**config.mk**
```make
export PLATFORM = sky130hd
export DESIGN_NAME = cpu_addr_core
export DESIGN_NICKNAME = d
export VERILOG_FILES = /design/src/hw/cpu_core_pkg.sv /design/src/hw/indexed_addr_unit.sv /design/src/hw/cpu_addr_core.sv
export SDC_FILE = /design/constraint.sdc
export NUM_CORES = 1
export LEC_CHECK = 0
export ABC_AREA = 1
export BUFFER_PORTS_ARGS = -buffer_cell sky130_fd_sc_hd__buf_2
export CORE_AREA = 2 2 178 180
export DETAILED_ROUTE_END_ITERATION = 16
export DIE_AREA = 0 0 180 182
export PLACE_DENSITY = 0.69
export SKIP_LAST_GASP = 1
export SLEW_MARGIN = 20
export SYNTH_ARGS = -nofsm -noshare
export SYNTH_HDL_FRONTEND = slang
export SYNTH_SLANG_ARGS = --single-unit
```
**constraint.sdc**
```tcl
create_clock -name clk_i -period 4.05 [get_ports clk_i]
set_input_delay 0 -clock clk_i [delete_from_list [all_inputs] [get_ports clk_i]]
set_output_delay 0 -clock clk_i [all_outputs]
set_load 0.01 [all_outputs]
```
**src/hw/cpu_core_pkg.sv**
```systemverilog
// constants, field layouts and helpers shared by the core and its indexed address unit
package cpu_core_pkg;
	localparam logic [15:0] RESET_VEC_ADDR = 16'hFFFE;
	// register port indices
	localparam logic [3:0] RIDX_ACC_A = 4'h0;
	localparam logic [3:0] RIDX_ACC_B = 4'h1;
	localparam logic [3:0] RIDX_IDX_X = 4'h2;
	localparam logic [3:0] RIDX_IDX_Y = 4'h3;
	localparam logic [3:0] RIDX_STACK_POINTER = 4'h4;
	localparam logic [3:0] RIDX_PC = 4'h5;
	localparam logic [3:0] RIDX_FLAGS_REGISTER = 4'h6;
	localparam logic [3:0] RIDX_CTRL = 4'h7;
	localparam logic [3:0] RIDX_STATUS = 4'h8;
	localparam logic [3:0] RIDX_LAST_EA = 4'h9;
	localparam logic [3:0] RIDX_ACC_D = 4'hA;
	// flags_register bit positions
	localparam int FLG_C = 0;
	localparam int FLG_V = 1;
	localparam int FLG_Z = 2;
	localparam int FLG_N = 3;
	localparam int FLG_I = 4;
	localparam int FLG_H = 5;
	localparam int FLG_X = 6;
	localparam int FLG_S = 7;
	localparam logic [7:0] FLAGS_RESET = 8'hD0;
	localparam int CTRL_RUN = 0;
	localparam logic [15:0] CTRL_RESET = 16'h0001;
	// opcode layout: [2:0] mode, [4:3] target; relative uses [3] long, [4] branch on zero
	localparam logic [2:0] OPM_INH = 3'h0;
	localparam logic [2:0] OPM_IMM = 3'h1;
	localparam logic [2:0] OPM_DIR = 3'h2;
	localparam logic [2:0] OPM_EXT = 3'h3;
	localparam logic [2:0] OPM_REL = 3'h4;
	localparam logic [2:0] OPM_IDX = 3'h5;
	localparam int OP_LONG = 3;
	localparam int OP_COND = 4;
	localparam logic [1:0] TGT_A = 2'h0;
	localparam logic [1:0] TGT_B = 2'h1;
	localparam logic [1:0] TGT_D = 2'h2;
	localparam logic [1:0] TGT_X = 2'h3;
	// postbyte base codes and the group prefix of the extended forms
	localparam logic [1:0] BASE_X = 2'h0;
	localparam logic [1:0] BASE_Y = 2'h1;
	localparam logic [1:0] BASE_SP = 2'h2;
	localparam logic [1:0] BASE_PC = 2'h3;
	localparam logic [2:0] PB_GROUP = 3'h7;
	localparam logic [2:0] FILL_BYTES = 3'h4;
	localparam logic [2:0] WORD_BYTES = 3'h2;

	typedef enum logic [2:0] {
		operands_in_registers_mode,
		literal_operand_mode,
		direct_page_mode,
		full_address_mode,
		relative_mode,
		indexed_mode
	} addr_mode_e;

	function automatic logic [15:0] sext8(input logic [7:0] v);
		return {{8{v[7]}}, v};
	endfunction : sext8

	function automatic addr_mode_e mode_of(input logic [7:0] opc);
		case (opc[2:0])
			OPM_IMM: return literal_operand_mode;
			OPM_DIR: return direct_page_mode;
			OPM_EXT: return full_address_mode;
			OPM_REL: return relative_mode;
			OPM_IDX: return indexed_mode;
			default: return operands_in_registers_mode;
		endcase
	endfunction : mode_of
endpackage : cpu_core_pkg

```
**src/hw/indexed_addr_unit.sv**
```systemverilog
// effective address former for all indexed postbyte forms
`timescale 1ns/1ps
module indexed_addr_unit
	import cpu_core_pkg::*;
(
	input wire logic [7:0] postbyte_i,
	input wire logic [7:0] ext_hi_i,
	input wire logic [7:0] ext_lo_i,
	input wire logic [15:0] idx_x_i,
	input wire logic [15:0] idx_y_i,
	input wire logic [15:0] stack_pointer_i,
	input wire logic [15:0] pc_post_i,
	input wire logic [7:0] acc_a_i,
	input wire logic [7:0] acc_b_i,
	output logic [15:0] ea_o,
	output logic [1:0] ext_len_o,
	output logic indirect_o,
	output logic wb_en_o,
	output logic [1:0] wb_sel_o,
	output logic [15:0] wb_val_o
);
	import cpu_core_pkg::*;
	logic grp;
	logic [1:0] sel;
	logic [15:0] base;
	logic [15:0] delta;

	assign grp = postbyte_i[7:5] == PB_GROUP;
	assign sel = grp ? postbyte_i[4:3] : postbyte_i[7:6];
	assign ext_len_o = (grp && !postbyte_i[2]) ? (postbyte_i[1] ? 2'h2 : 2'h1) : 2'h0;
	assign wb_sel_o = sel;

	always_comb
	begin
		case (sel)
			BASE_X: base = idx_x_i;
			BASE_Y: base = idx_y_i;
			BASE_SP: base = stack_pointer_i;
			default: base = pc_post_i + {14'h0000, ext_len_o};
		endcase
	end

	// step is +1..+8 for 0..7 and -8..-1 for 8..15
	assign delta = postbyte_i[3] ? {12'hFFF, postbyte_i[3:0]} : {12'h000, postbyte_i[3:0]} + 16'h0001;

	always_comb
	begin
		ea_o = base;
		indirect_o = 1'b0;
		wb_en_o = 1'b0;
		wb_val_o = base + delta;
		if (!postbyte_i[5])
		begin
			ea_o = base + {{11{postbyte_i[4]}}, postbyte_i[4:0]};
		end
		else if (!grp)
		begin
			// pc cannot reach here: rr=11 with bit 5 set is the extended group
			wb_en_o = 1'b1;
			ea_o = postbyte_i[4] ? base : wb_val_o;
		end
		else if (!postbyte_i[2])
		begin
			if (!postbyte_i[1])
				ea_o = base + {{7{postbyte_i[0]}}, postbyte_i[0], ext_hi_i};
			else
				ea_o = base + {ext_hi_i, ext_lo_i};
			indirect_o = postbyte_i[1] & postbyte_i[0];
		end
		else
		begin
			case (postbyte_i[1:0])
				2'h0: ea_o = base + {8'h00, acc_a_i};
				2'h1: ea_o = base + {8'h00, acc_b_i};
				default: ea_o = base + {acc_a_i, acc_b_i};
			endcase
			indirect_o = postbyte_i[1:0] == 2'h3;
		end
	end
endmodule : indexed_addr_unit

```
**src/hw/cpu_addr_core.sv**
```systemverilog
// programmer-visible register set, code queue and operand addressing sequencer
//
// Our own choices: the address map and strobed register access.
`timescale 1ns/1ps
module cpu_addr_core
	import cpu_core_pkg::*;
(
	input wire logic clk_i,
	input wire logic srst_i,
	input wire logic [3:0] reg_addr_i,
	input wire logic [15:0] reg_wdata_i,
	input wire logic reg_wr_i,
	input wire logic reg_rd_i,
	output logic [15:0] reg_rdata_o,
	output logic [15:0] mem_addr_o,
	output logic mem_rd_o,
	input wire logic [7:0] mem_rdata_i,
	output logic instr_done_o
);
	import cpu_core_pkg::*;

	typedef enum logic [2:0] {ST_VEC, ST_FILL, ST_DECODE, ST_PTR, ST_OPR, ST_EXEC, ST_HALT} state_e;

	state_e state_reg;
	state_e state_next;
	logic [7:0] acc_a_reg;
	logic [7:0] acc_b_reg;
	logic [15:0] idx_x_reg;
	logic [15:0] idx_y_reg;
	logic [15:0] stack_pointer_reg;
	logic [15:0] pc_reg;
	logic [7:0] flags_register_reg;
	logic [15:0] ctrl_reg;
	logic [15:0] ea_reg;
	logic [15:0] operand_reg;
	logic [1:0] tgt_reg;
	logic load_reg;
	logic [7:0] buf_reg [0:3];
	logic [2:0] iss_reg;
	logic [2:0] cap_reg;
	logic [1:0] cap_idx;
	logic rd_valid_reg;
	logic [15:0] mem_addr_reg;
	logic mem_rd_reg;
	logic [15:0] reg_rdata_reg;
	logic done_reg;

	logic [2:0] need;
	logic [15:0] rd_base;
	logic rd_go;
	logic rd_done;
	logic sw_wr;
	addr_mode_e mode;
	logic op16;
	logic take;
	logic [15:0] len;
	logic [15:0] ea_dec;
	logic [15:0] rel_off;
	logic [15:0] idx_ea;
	logic [1:0] idx_len;
	logic idx_ind;
	logic wb_en;
	logic [1:0] wb_sel;
	logic [15:0] wb_val;

	assign sw_wr = reg_wr_i && state_reg == ST_HALT;
	assign mode = mode_of(buf_reg[0]);
	assign op16 = buf_reg[0][4]; // D and X targets are words
	assign take = !buf_reg[0][OP_COND] || flags_register_reg[FLG_Z];

	indexed_addr_unit u_idx (
		.postbyte_i(buf_reg[1]),
		.ext_hi_i(buf_reg[2]),
		.ext_lo_i(buf_reg[3]),
		.idx_x_i(idx_x_reg),
		.idx_y_i(idx_y_reg),
		.stack_pointer_i(stack_pointer_reg),
		.pc_post_i(pc_reg + 16'h0002),
		.acc_a_i(acc_a_reg),
		.acc_b_i(acc_b_reg),
		.ea_o(idx_ea),
		.ext_len_o(idx_len),
		.indirect_o(idx_ind),
		.wb_en_o(wb_en),
		.wb_sel_o(wb_sel),
		.wb_val_o(wb_val)
	);

	// instruction length and effective address of the decoded instruction
	always_comb
	begin
		case (mode)
			literal_operand_mode: len = op16 ? 16'h0003 : 16'h0002;
			direct_page_mode: len = 16'h0002;
			full_address_mode: len = 16'h0003;
			relative_mode: len = buf_reg[0][OP_LONG] ? 16'h0003 : 16'h0002;
			indexed_mode: len = 16'h0002 + {14'h0000, idx_len};
			default: len = 16'h0001;
		endcase
		case (mode)
			direct_page_mode: ea_dec = {8'h00, buf_reg[1]};
			full_address_mode: ea_dec = {buf_reg[1], buf_reg[2]};
			default: ea_dec = idx_ea;
		endcase
		rel_off = buf_reg[0][OP_LONG] ? {buf_reg[1], buf_reg[2]} : sext8(buf_reg[1]);
	end

	// read engine: reads issue back to back, data returns two cycles after the issue decision
	always_comb
	begin
		case (state_reg)
			ST_VEC: rd_base = RESET_VEC_ADDR;
			ST_FILL: rd_base = pc_reg;
			default: rd_base = ea_reg;
		endcase
		need = (state_reg == ST_FILL) ? FILL_BYTES : WORD_BYTES;
	end
	assign rd_go = (state_reg == ST_VEC || state_reg == ST_FILL || state_reg == ST_PTR || state_reg == ST_OPR)
		&& iss_reg < need;
	assign rd_done = rd_valid_reg && cap_reg == need - 3'h1;
	assign cap_idx = cap_reg[1:0];

	always_comb
	begin
		state_next = state_reg;
		case (state_reg)
			ST_VEC: if (rd_done) state_next = ST_FILL;
			ST_FILL: if (rd_done) state_next = ST_DECODE;
			ST_DECODE:
			begin
				if (mode == indexed_mode && idx_ind)
					state_next = ST_PTR;
				else if (mode == indexed_mode || mode == direct_page_mode || mode == full_address_mode)
					state_next = ST_OPR;
				else
					state_next = ST_EXEC;
			end
			ST_PTR: if (rd_done) state_next = ST_OPR;
			ST_OPR: if (rd_done) state_next = ST_EXEC;
			ST_EXEC: state_next = ctrl_reg[CTRL_RUN] ? ST_FILL : ST_HALT;
			ST_HALT: if (ctrl_reg[CTRL_RUN]) state_next = ST_FILL;
			default: state_next = ST_HALT;
		endcase
	end

	always_ff @(posedge clk_i)
	begin
		if (srst_i)
			state_reg <= ST_VEC;
		else
			state_reg <= state_next;
	end

	always_ff @(posedge clk_i)
	begin
		if (srst_i || state_next != state_reg)
		begin
			iss_reg <= 3'h0;
			cap_reg <= 3'h0;
		end
		else
		begin
			if (rd_go)
				iss_reg <= iss_reg + 3'h1;
			if (rd_valid_reg)
				cap_reg <= cap_reg + 3'h1;
		end
	end

	always_ff @(posedge clk_i)
	begin
		if (srst_i)
		begin
			mem_rd_reg <= 1'b0;
			mem_addr_reg <= 16'h0000;
			rd_valid_reg <= 1'b0;
		end
		else
		begin
			mem_rd_reg <= rd_go;
			if (rd_go)
				mem_addr_reg <= rd_base + {13'h0000, iss_reg};
			rd_valid_reg <= mem_rd_reg;
		end
	end

	// byte buffer: code queue during fill, word assembly during other reads
	always_ff @(posedge clk_i)
	begin
		if (srst_i)
		begin
			for (int i = 0; i < 4; i++)
				buf_reg[i] <= 8'h00;
		end
		else if (rd_valid_reg)
			buf_reg[cap_idx] <= mem_rdata_i;
	end

	// decoded operand, address and target
	always_ff @(posedge clk_i)
	begin
		if (srst_i)
		begin
			ea_reg <= 16'h0000;
			operand_reg <= 16'h0000;
			tgt_reg <= TGT_A;
			load_reg <= 1'b0;
		end
		else if (state_reg == ST_DECODE)
		begin
			ea_reg <= ea_dec;
			tgt_reg <= buf_reg[0][4:3];
			load_reg <= mode != operands_in_registers_mode && mode != relative_mode;
			operand_reg <= op16 ? {buf_reg[1], buf_reg[2]} : {8'h00, buf_reg[1]};
		end
		else if (state_reg == ST_PTR && rd_done)
			ea_reg <= {buf_reg[0], mem_rdata_i};
		else if (state_reg == ST_OPR && rd_done)
			operand_reg <= op16_of(tgt_reg) ? {buf_reg[0], mem_rdata_i} : {8'h00, buf_reg[0]};
	end

	function automatic logic op16_of(input logic [1:0] t);
		return t == TGT_D || t == TGT_X;
	endfunction : op16_of

	always_ff @(posedge clk_i)
	begin
		if (srst_i)
			pc_reg <= 16'h0000;
		else if (state_reg == ST_VEC && rd_done)
			pc_reg <= {buf_reg[0], mem_rdata_i};
		else if (state_reg == ST_DECODE)
			pc_reg <= pc_reg + len + ((mode == relative_mode && take) ? rel_off : 16'h0000);
		else if (sw_wr && reg_addr_i == RIDX_PC)
			pc_reg <= reg_wdata_i;
	end

	// accumulators; a word load fills the pair, first accumulator high
	always_ff @(posedge clk_i)
	begin
		if (srst_i)
		begin
			acc_a_reg <= 8'h00;
			acc_b_reg <= 8'h00;
		end
		else if (state_reg == ST_EXEC && load_reg && tgt_reg == TGT_D)
		begin
			acc_a_reg <= operand_reg[15:8];
			acc_b_reg <= operand_reg[7:0];
		end
		else if (state_reg == ST_EXEC && load_reg && tgt_reg == TGT_A)
			acc_a_reg <= operand_reg[7:0];
		else if (state_reg == ST_EXEC && load_reg && tgt_reg == TGT_B)
			acc_b_reg <= operand_reg[7:0];
		else if (sw_wr && reg_addr_i == RIDX_ACC_A)
			acc_a_reg <= reg_wdata_i[7:0];
		else if (sw_wr && reg_addr_i == RIDX_ACC_B)
			acc_b_reg <= reg_wdata_i[7:0];
		else if (sw_wr && reg_addr_i == RIDX_ACC_D)
		begin
			acc_a_reg <= reg_wdata_i[15:8];
			acc_b_reg <= reg_wdata_i[7:0];
		end
	end

	// index registers and stack pointer, including auto step write-back
	always_ff @(posedge clk_i)
	begin
		if (srst_i)
		begin
			idx_x_reg <= 16'h0000;
			idx_y_reg <= 16'h0000;
			stack_pointer_reg <= 16'h0000;
		end
		else if (state_reg == ST_DECODE && mode == indexed_mode && wb_en)
		begin
			case (wb_sel)
				BASE_X: idx_x_reg <= wb_val;
				BASE_Y: idx_y_reg <= wb_val;
				BASE_SP: stack_pointer_reg <= wb_val;
				default: ;
			endcase
		end
		else if (state_reg == ST_EXEC && load_reg && tgt_reg == TGT_X)
			idx_x_reg <= operand_reg;
		else if (sw_wr && reg_addr_i == RIDX_IDX_X)
			idx_x_reg <= reg_wdata_i;
		else if (sw_wr && reg_addr_i == RIDX_IDX_Y)
			idx_y_reg <= reg_wdata_i;
		else if (sw_wr && reg_addr_i == RIDX_STACK_POINTER)
			stack_pointer_reg <= reg_wdata_i;
	end

	// loads update N and Z and clear V; H and C are left for decimal and carry arithmetic
	always_ff @(posedge clk_i)
	begin
		if (srst_i)
			flags_register_reg <= FLAGS_RESET;
		else if (state_reg == ST_EXEC && load_reg)
		begin
			flags_register_reg[FLG_N] <= op16_of(tgt_reg) ? operand_reg[15] : operand_reg[7];
			flags_register_reg[FLG_Z] <= op16_of(tgt_reg) ? operand_reg == 16'h0000 : operand_reg[7:0] == 8'h00;
			flags_register_reg[FLG_V] <= 1'b0;
		end
		else if (sw_wr && reg_addr_i == RIDX_FLAGS_REGISTER)
			flags_register_reg <= reg_wdata_i[7:0];
	end

	// run control may be written at any time; it takes effect between instructions
	always_ff @(posedge clk_i)
	begin
		if (srst_i)
			ctrl_reg <= CTRL_RESET;
		else if (reg_wr_i && reg_addr_i == RIDX_CTRL)
			ctrl_reg <= {15'h0000, reg_wdata_i[CTRL_RUN]};
	end

	always_ff @(posedge clk_i)
	begin
		if (srst_i)
			done_reg <= 1'b0;
		else
			done_reg <= state_reg == ST_EXEC;
	end

	// register port, reachable only here and never through memory
	always_ff @(posedge clk_i)
	begin
		if (srst_i || !reg_rd_i)
			reg_rdata_reg <= 16'h0000;
		else
		begin
			case (reg_addr_i)
				RIDX_ACC_A: reg_rdata_reg <= {8'h00, acc_a_reg};
				RIDX_ACC_B: reg_rdata_reg <= {8'h00, acc_b_reg};
				RIDX_IDX_X: reg_rdata_reg <= idx_x_reg;
				RIDX_IDX_Y: reg_rdata_reg <= idx_y_reg;
				RIDX_STACK_POINTER: reg_rdata_reg <= stack_pointer_reg;
				RIDX_PC: reg_rdata_reg <= pc_reg;
				RIDX_FLAGS_REGISTER: reg_rdata_reg <= {8'h00, flags_register_reg};
				RIDX_CTRL: reg_rdata_reg <= ctrl_reg;
				RIDX_STATUS: reg_rdata_reg <= {12'h000, state_reg == ST_HALT, 3'(state_reg)};
				RIDX_LAST_EA: reg_rdata_reg <= ea_reg;
				RIDX_ACC_D: reg_rdata_reg <= {acc_a_reg, acc_b_reg};
				default: reg_rdata_reg <= 16'h0000;
			endcase
		end
	end

	assign reg_rdata_o = reg_rdata_reg;
	assign mem_addr_o = mem_addr_reg;
	assign mem_rd_o = mem_rd_reg;
	assign instr_done_o = done_reg;

	flags_reset_a: assert property (@(posedge clk_i) srst_i |=> flags_register_reg == FLAGS_RESET)
		else $error("flags not at reset value after reset");

	vector_fetch_a: assert property (@(posedge clk_i) disable iff (srst_i)
		$fell(srst_i) |-> ##1 mem_rd_o && mem_addr_o == RESET_VEC_ADDR)
		else $error("start vector not fetched after reset");

	queue_full_a: assert property (@(posedge clk_i) disable iff (srst_i)
		(state_reg == ST_FILL && state_next == ST_DECODE) |-> cap_reg == 3'h3)
		else $error("decode entered with fewer than four code bytes");

	word_order_a: assert property (@(posedge clk_i) disable iff (srst_i)
		(mem_rd_o && $past(mem_rd_o) && state_reg == ST_PTR && cap_reg == 3'h0)
		|-> mem_addr_o == $past(mem_addr_o) + 16'h0001)
		else $error("second byte of a word not at next address");

	direct_page_a: assert property (@(posedge clk_i) disable iff (srst_i)
		(state_reg == ST_DECODE && mode == direct_page_mode) |=> ea_reg[15:8] == 8'h00)
		else $error("direct address left the first page");

	extended_ea_a: assert property (@(posedge clk_i) disable iff (srst_i)
		(state_reg == ST_DECODE && mode == full_address_mode) |=> ea_reg == {$past(buf_reg[1]), $past(buf_reg[2])})
		else $error("extended address not taken from the stream");

	rel_target_a: assert property (@(posedge clk_i) disable iff (srst_i)
		(state_reg == ST_DECODE && mode == relative_mode && !buf_reg[0][OP_LONG] && take)
		|=> pc_reg == $past(pc_reg) + 16'h0002 + sext8($past(buf_reg[1])))
		else $error("short branch target wrong");

	auto_no_pc_a: assert property (@(posedge clk_i) disable iff (srst_i)
		(state_reg == ST_DECODE && mode == indexed_mode && wb_en) |-> wb_sel != BASE_PC)
		else $error("auto step selected the program counter");

	pair_load_a: assert property (@(posedge clk_i) disable iff (srst_i)
		(state_reg == ST_EXEC && load_reg && tgt_reg == TGT_D)
		|=> acc_a_reg == $past(operand_reg[15:8]) && acc_b_reg == $past(operand_reg[7:0]))
		else $error("double accumulator byte order wrong");

	neg_flag_a: assert property (@(posedge clk_i) disable iff (srst_i)
		(state_reg == ST_EXEC && load_reg && tgt_reg == TGT_A)
		|=> flags_register_reg[FLG_N] == $past(operand_reg[7]) && !flags_register_reg[FLG_V])
		else $error("negative flag not set from loaded byte");
endmodule : cpu_addr_core

```
# Yosys cells after proc, flatten, opt, wreduce, memory -nomap -nowiden
# Memories as Yosys holds them, arrays and structs flattened.
# Cells that the tools add are included.
# word_totals
out_inout_bits	34
inputBits	32
word_cells	239
ram_bits	32
ff_bits	168
n_memories	1
# memory_table
name	depth	word_bits	read_ports	rd_clocked_by_memory_dff	write_ports	line_no	text
buf_reg	4	8	4	0	4	cpu_addr_core.sv:38	logic [7:0] buf_reg [0:3];
# classes
eq_ne	48
add_sub_neg	17
reduce_logical	64
n_bitwise	2
magnitude_cmp	1
mux	84
# op_table
cell	count
$mux W16	32
$pmux W16 S11	1
$add A16 B16 Y16	7
$mux W8	13
$pmux W16 S2	3
$pmux W16 S3	1
$add A16 B8 Y16	2
$pmux W3 S5	2
$mux W3	9
$logic_and A1 B1 Y1	26
$eq A3 B3 Y1 const B	8
$pmux W3 S7	1
$eq A3 B2 Y1 const B	6
$add A16 B2 Y16	1
$add A16 B2 Y16 const B	1
$add A16 B3 Y16	1
$eq A4 B3 Y1 const B	4
$logic_not A16 Y1	1
$mux W1	16
$mux W15	1
$eq A4 B4 Y1 const B	3
$ne A2 B2 Y1 const B	5
$reduce_bool A2 Y1	5
$eq A3 B1 Y1 const B	3
32 further kinds	64

# Logic depth before layout (Yosys ltp)
# An unclocked memory read counts as a cell.
# depth
word_depth	13
mapped_depth	32
depth_no_buf	31

# Modules after synthesis
# Synthesis repeated with hierarchy kept, for this count alone.
# unflattened
hier_cells	2483
hier_area_um2	16064.2
# modules_own_cells
mod	area_each_um2	seq_area_each_um2	n_inst	cells_each
cpu_addr_core	11895.2	4324.1	1	1749
indexed_addr_unit	4169.0	0.0	1	734

# Worst setup path after synthesis
# Ideal clock, no wire load.
# synth_path
path_type	register to register
startpoint	memory buf_reg[1][7]
endpoint	register ea_reg[15]
path_stages_with_launch	33
slack_ns	-0.247
n_path_buf	1
period_less_slack_ns	4.297
required_ns	3.918
arrival_time_ns	4.165
setup_time_ns	0.132
cell_sequence	edfxtp_1 -> inv_2 -> nor2_4 -> buf_2 -> nand3_1 -> ha_1 -> inv_1 -> ha_1 -> inv_1 -> fa_1 -> inv_1 -> nand2_1 -> nor2_1 -> nand2_1 -> nand2_1 -> inv_1 -> o31ai_1 -> inv_1 -> ha_1 -> inv_1 -> nor3_1 -> and2_1 -> nand2_1 -> nand4_1 -> nand3_1 -> nand3_1 -> nand2_1 -> nand2_1 -> nand2_1 -> nand2_1 -> nand3_1 -> nand2_1 -> a21oi_1
# synth_lines
element	line_no	text
start: declaration	cpu_addr_core.sv:38	
end signal: assignment	cpu_addr_core.sv:217	ea_reg <= {buf_reg[0], mem_rdata_i};
end: declaration	cpu_addr_core.sv:34	logic [15:0] ea_reg;

==> impl_metrics.csv <==
group,metric,value,unit
placement,place.gp.congestion,1.09,
drt,wl,73700,µm
sta,min_period_over_period,104,%
global_routing,grt_pass1_wl,105000,µm
synth,ys_types,65,
cts,cts_sinks,200,
setup_path,required,4.35,ns
pwr,powerDensity,294,nW/µm²
cts,h-tree-depth,4,
sta,tns,-0.654,ns
setup_path,r2r_cells,31,
global_routing,grt_max_degree,69,
cts,clock_path_buffers,2,
cts,insertion_delay,0.48,ns
cts,path_clk_slew,0.08,ns
synth,ys_warn_count,0,
sta,maxSlewViolCount,0,
synth,synthCells,2215,
synth,yosysSeqAreaShare,28.5,%
cells_and_area,fin_nets,2631,
cells_and_area,syn2layout_area_growth,29.9,%
synth,ys_ff_latch,200,
sta,tightest_slew,1.07,ns
synth,avgSynthCellArea,6.86,µm²
setup_path,cp_max_fo,4,
floorplanning,die_h,182,µm
sta,finalWorstSetupSlack,-0.161,ns
setup_path,arrival,4.51,ns
sta,rsz0062_at_grt,"yes",
hold_path,min_from,"reg_addr_i[1]",
setup_path,r2r_end,"ea_reg[15]",
setup_path,r2r_slack,-0.16,ns
global_routing,busiest_layer,"met2",
global_routing,grtUsageTotal,43.2,%
drt,ant_nets,0,
synth,yosys.area.top_type_share,22.1,%
global_routing,grt_use_met2,65.2,%
setup_path,cpMaxStageDelayCell,"fa_2",
setup_path,startpoint,"buf_reg[1][6]",
synth,ys_top_cells_by_count,"nand2_1, inv_1, o21ai_0",
sta,fin_crit,4.21,ns
placement,pre_cts_ws,-0.492,ns
setup_path,end_kind,"flop",
setup_path,r2r-start,"buf_reg[1][6]",
synth,synth_area_leaders,"dfxtp_1, nand2_1, o21ai_0",
synth,synth-async-reset-ratio,0,%
drt,routedWlPerCell,25.3,µm
floorplanning,die_x,180,µm
drt,vias_per_cell,6.27,
floorplanning,io_pins,66,
setup_path,cp_slowest_stage_delay,0.41,ns
sta,finalSetupViolCount,12,
placement,post-dp-hpwl,56100,µm
drt,route.vias.total,18300,
floorplanning,design.die.area,32800,µm²
drt,dr.first_iter.drc_count,2481,
cells_and_area,drive_above_1_share,25.2,%
run_status,violations,"negative setup slack",
sta,max_freq,237,MHz
synth,synth_flop_cell,"dfxtp_1",
sta,maxSlewHeadroom,28.6,%
global_routing,globalRouteMet3Util,9.77,%
synth,synth-edff-count,32,
sta,clock_skew,0.0191,ns
run_status,outcome,"complete, but fails checks",
drt,firstDrtPassIters,9,
pwr,ir_worst_vdd,0.456,mV
floorplanning,core,31000,µm²
setup_path,cpLargestDelayFamily,"simple AND/OR/NAND/NOR gates",
global_routing,grt_pass1_vias,16800,
hold_path,hold_depth,5,
synth,syn_nets,2346,
flow_run,maxCapViolations,0,
floorplanning,start_util,49.0,%
setup_path,path_buf_inv,6,
hold_path,hold_end,"ctrl_reg[0]",
global_routing,grt_overflow_total,0,
synth,synth_most_common_cell,"nand2_1",
cts,cts_root_buf,"clkbuf_16",
placement,dp.cells,2820,
drt,drc,0,
global_routing,grt_antenna_before_repair,1,
setup_path,worstSetupPathType,"reg -> reg",
cells_and_area,largest_reg_flops,32,
setup_path,cp-start-kind,"flop",
cells_and_area,final_cell_count_no_fill,2916,
cts,cts_buffers,17,
cts,cts_tree,"done",
global_routing,use_met1,55.6,%
pwr,p_leak,0.00893,µW
placement,port_buffers,65,
synth,syn_area,15200,µm²
sta,report.final.hold_viol_count,0,
floorplanning,rows,65,
synth,post-synth-top-area-cell,"dfxtp_1",
hold_path,min_path_type,"in -> reg",
cells_and_area,final_util,63.7,%
-- metrics by stage --
stage,hold slack (ns),cell area (µm²),power [µW]
global placement,0.304,17400,3810
CTS,0.0121,18800,5630
detailed placement,0.317,17400,3840
global route,0.0885,19700,6000
floorplan,0.126,15300,3180
finish,0.0180,19700,5800
-- where the power goes --
part           switching [µW]  internal, µW  leakage (µW)
combinational            1120           659       0.00697
clock                     905           863      0.000273
sequential                112          2150       0.00169
-- worst reg2reg max path, delay by kind of cell (launching register included) --
family                   cells  cell delay [ns]
buffers and inverters        6             0.43
adder cells (fa/ha/maj)      4             1.10
AND/OR/NAND/NOR             19             1.86
flip-flops                   1             0.38
AO/OA/AOI/OAI                2             0.27
-- worst max-delay path by stage --
stage	to	slack, ns	cells past startpoint
final	ea_reg[15]	-0.16	31
after global routing	ea_reg[14]	-0.33	28
after CTS	ea_reg[15]	-0.05	31
after detailed placement	ea_reg[14]	-0.49	25
after global placement	ea_reg[14]	-0.56	25
after floorplan	ea_reg[15]	0.02	32
-- cell families (layout without fill, tap and decap cells) --
family,after synthesis,after routing,synth area share [%]
compound gates,721,721,28.5
simple gates,728,728,20.7
flops,200,200,28.5
xor+xnor,52,52,3.00
buf+inv,415,713,10.7
other cells,0,1,0
fa+ha+maj,99,99,8.59
-- repair_timing --
action / 4_1_cts / 5_1_grt
setup buffers: 20 / 15
resized for setup: 103 / 178
gates cloned: 0 / 0
hold endpoints to repair: 46 / 0
endpoints found under the setup margin: 53 / 64
pin swaps: 40 / 67
hold buffers: 29 / 0
-- cell type report --
| cell class | instances | area, µm² |
|---|---|---|
| diodes | 1 | 2.50 |
| clock buffers | 17 | 425 |
| clock inverters | 15 | 143 |
| fillers | 2847 | 11200 |
| inverters | 329 | 1250 |
| multi-input cells | 1600 | 10500 |
| flip-flops and latches | 200 | 4320 |
| well taps | 402 | 503 |
| repair buffers | 352 | 2620 |
-- cell usage in the layout, fill, tap and decap left out, types with 19 or more instances in the layout --
master	count
dlygate4sd3_1	28
a21oi_1	138
a221oi_1	25
nand3_1	61
nor2_1	193
o21ai_1	37
edfxtp_1	32
xor2_1	26
o22ai_1	60
nand2_2	34
inv_2	36
a21oi_2	28
o211ai_1	35
ha_4	26
buf_2	65
xnor2_1	19
ha_1	62
buf_4	245
inv_1	284
o21ai_0	208
a31oi_1	48
a211oi_1	19
nand2_1	331
dfxtp_1	168
-- metal layers --
metal  share of wire, %  wire (µm)
met4                7.7       5700
met1                 38      28100
met5              0.068         50
met3                 12       8790
met2                 42      31000
No activity file was read; power rests on OpenSTA's default activity.
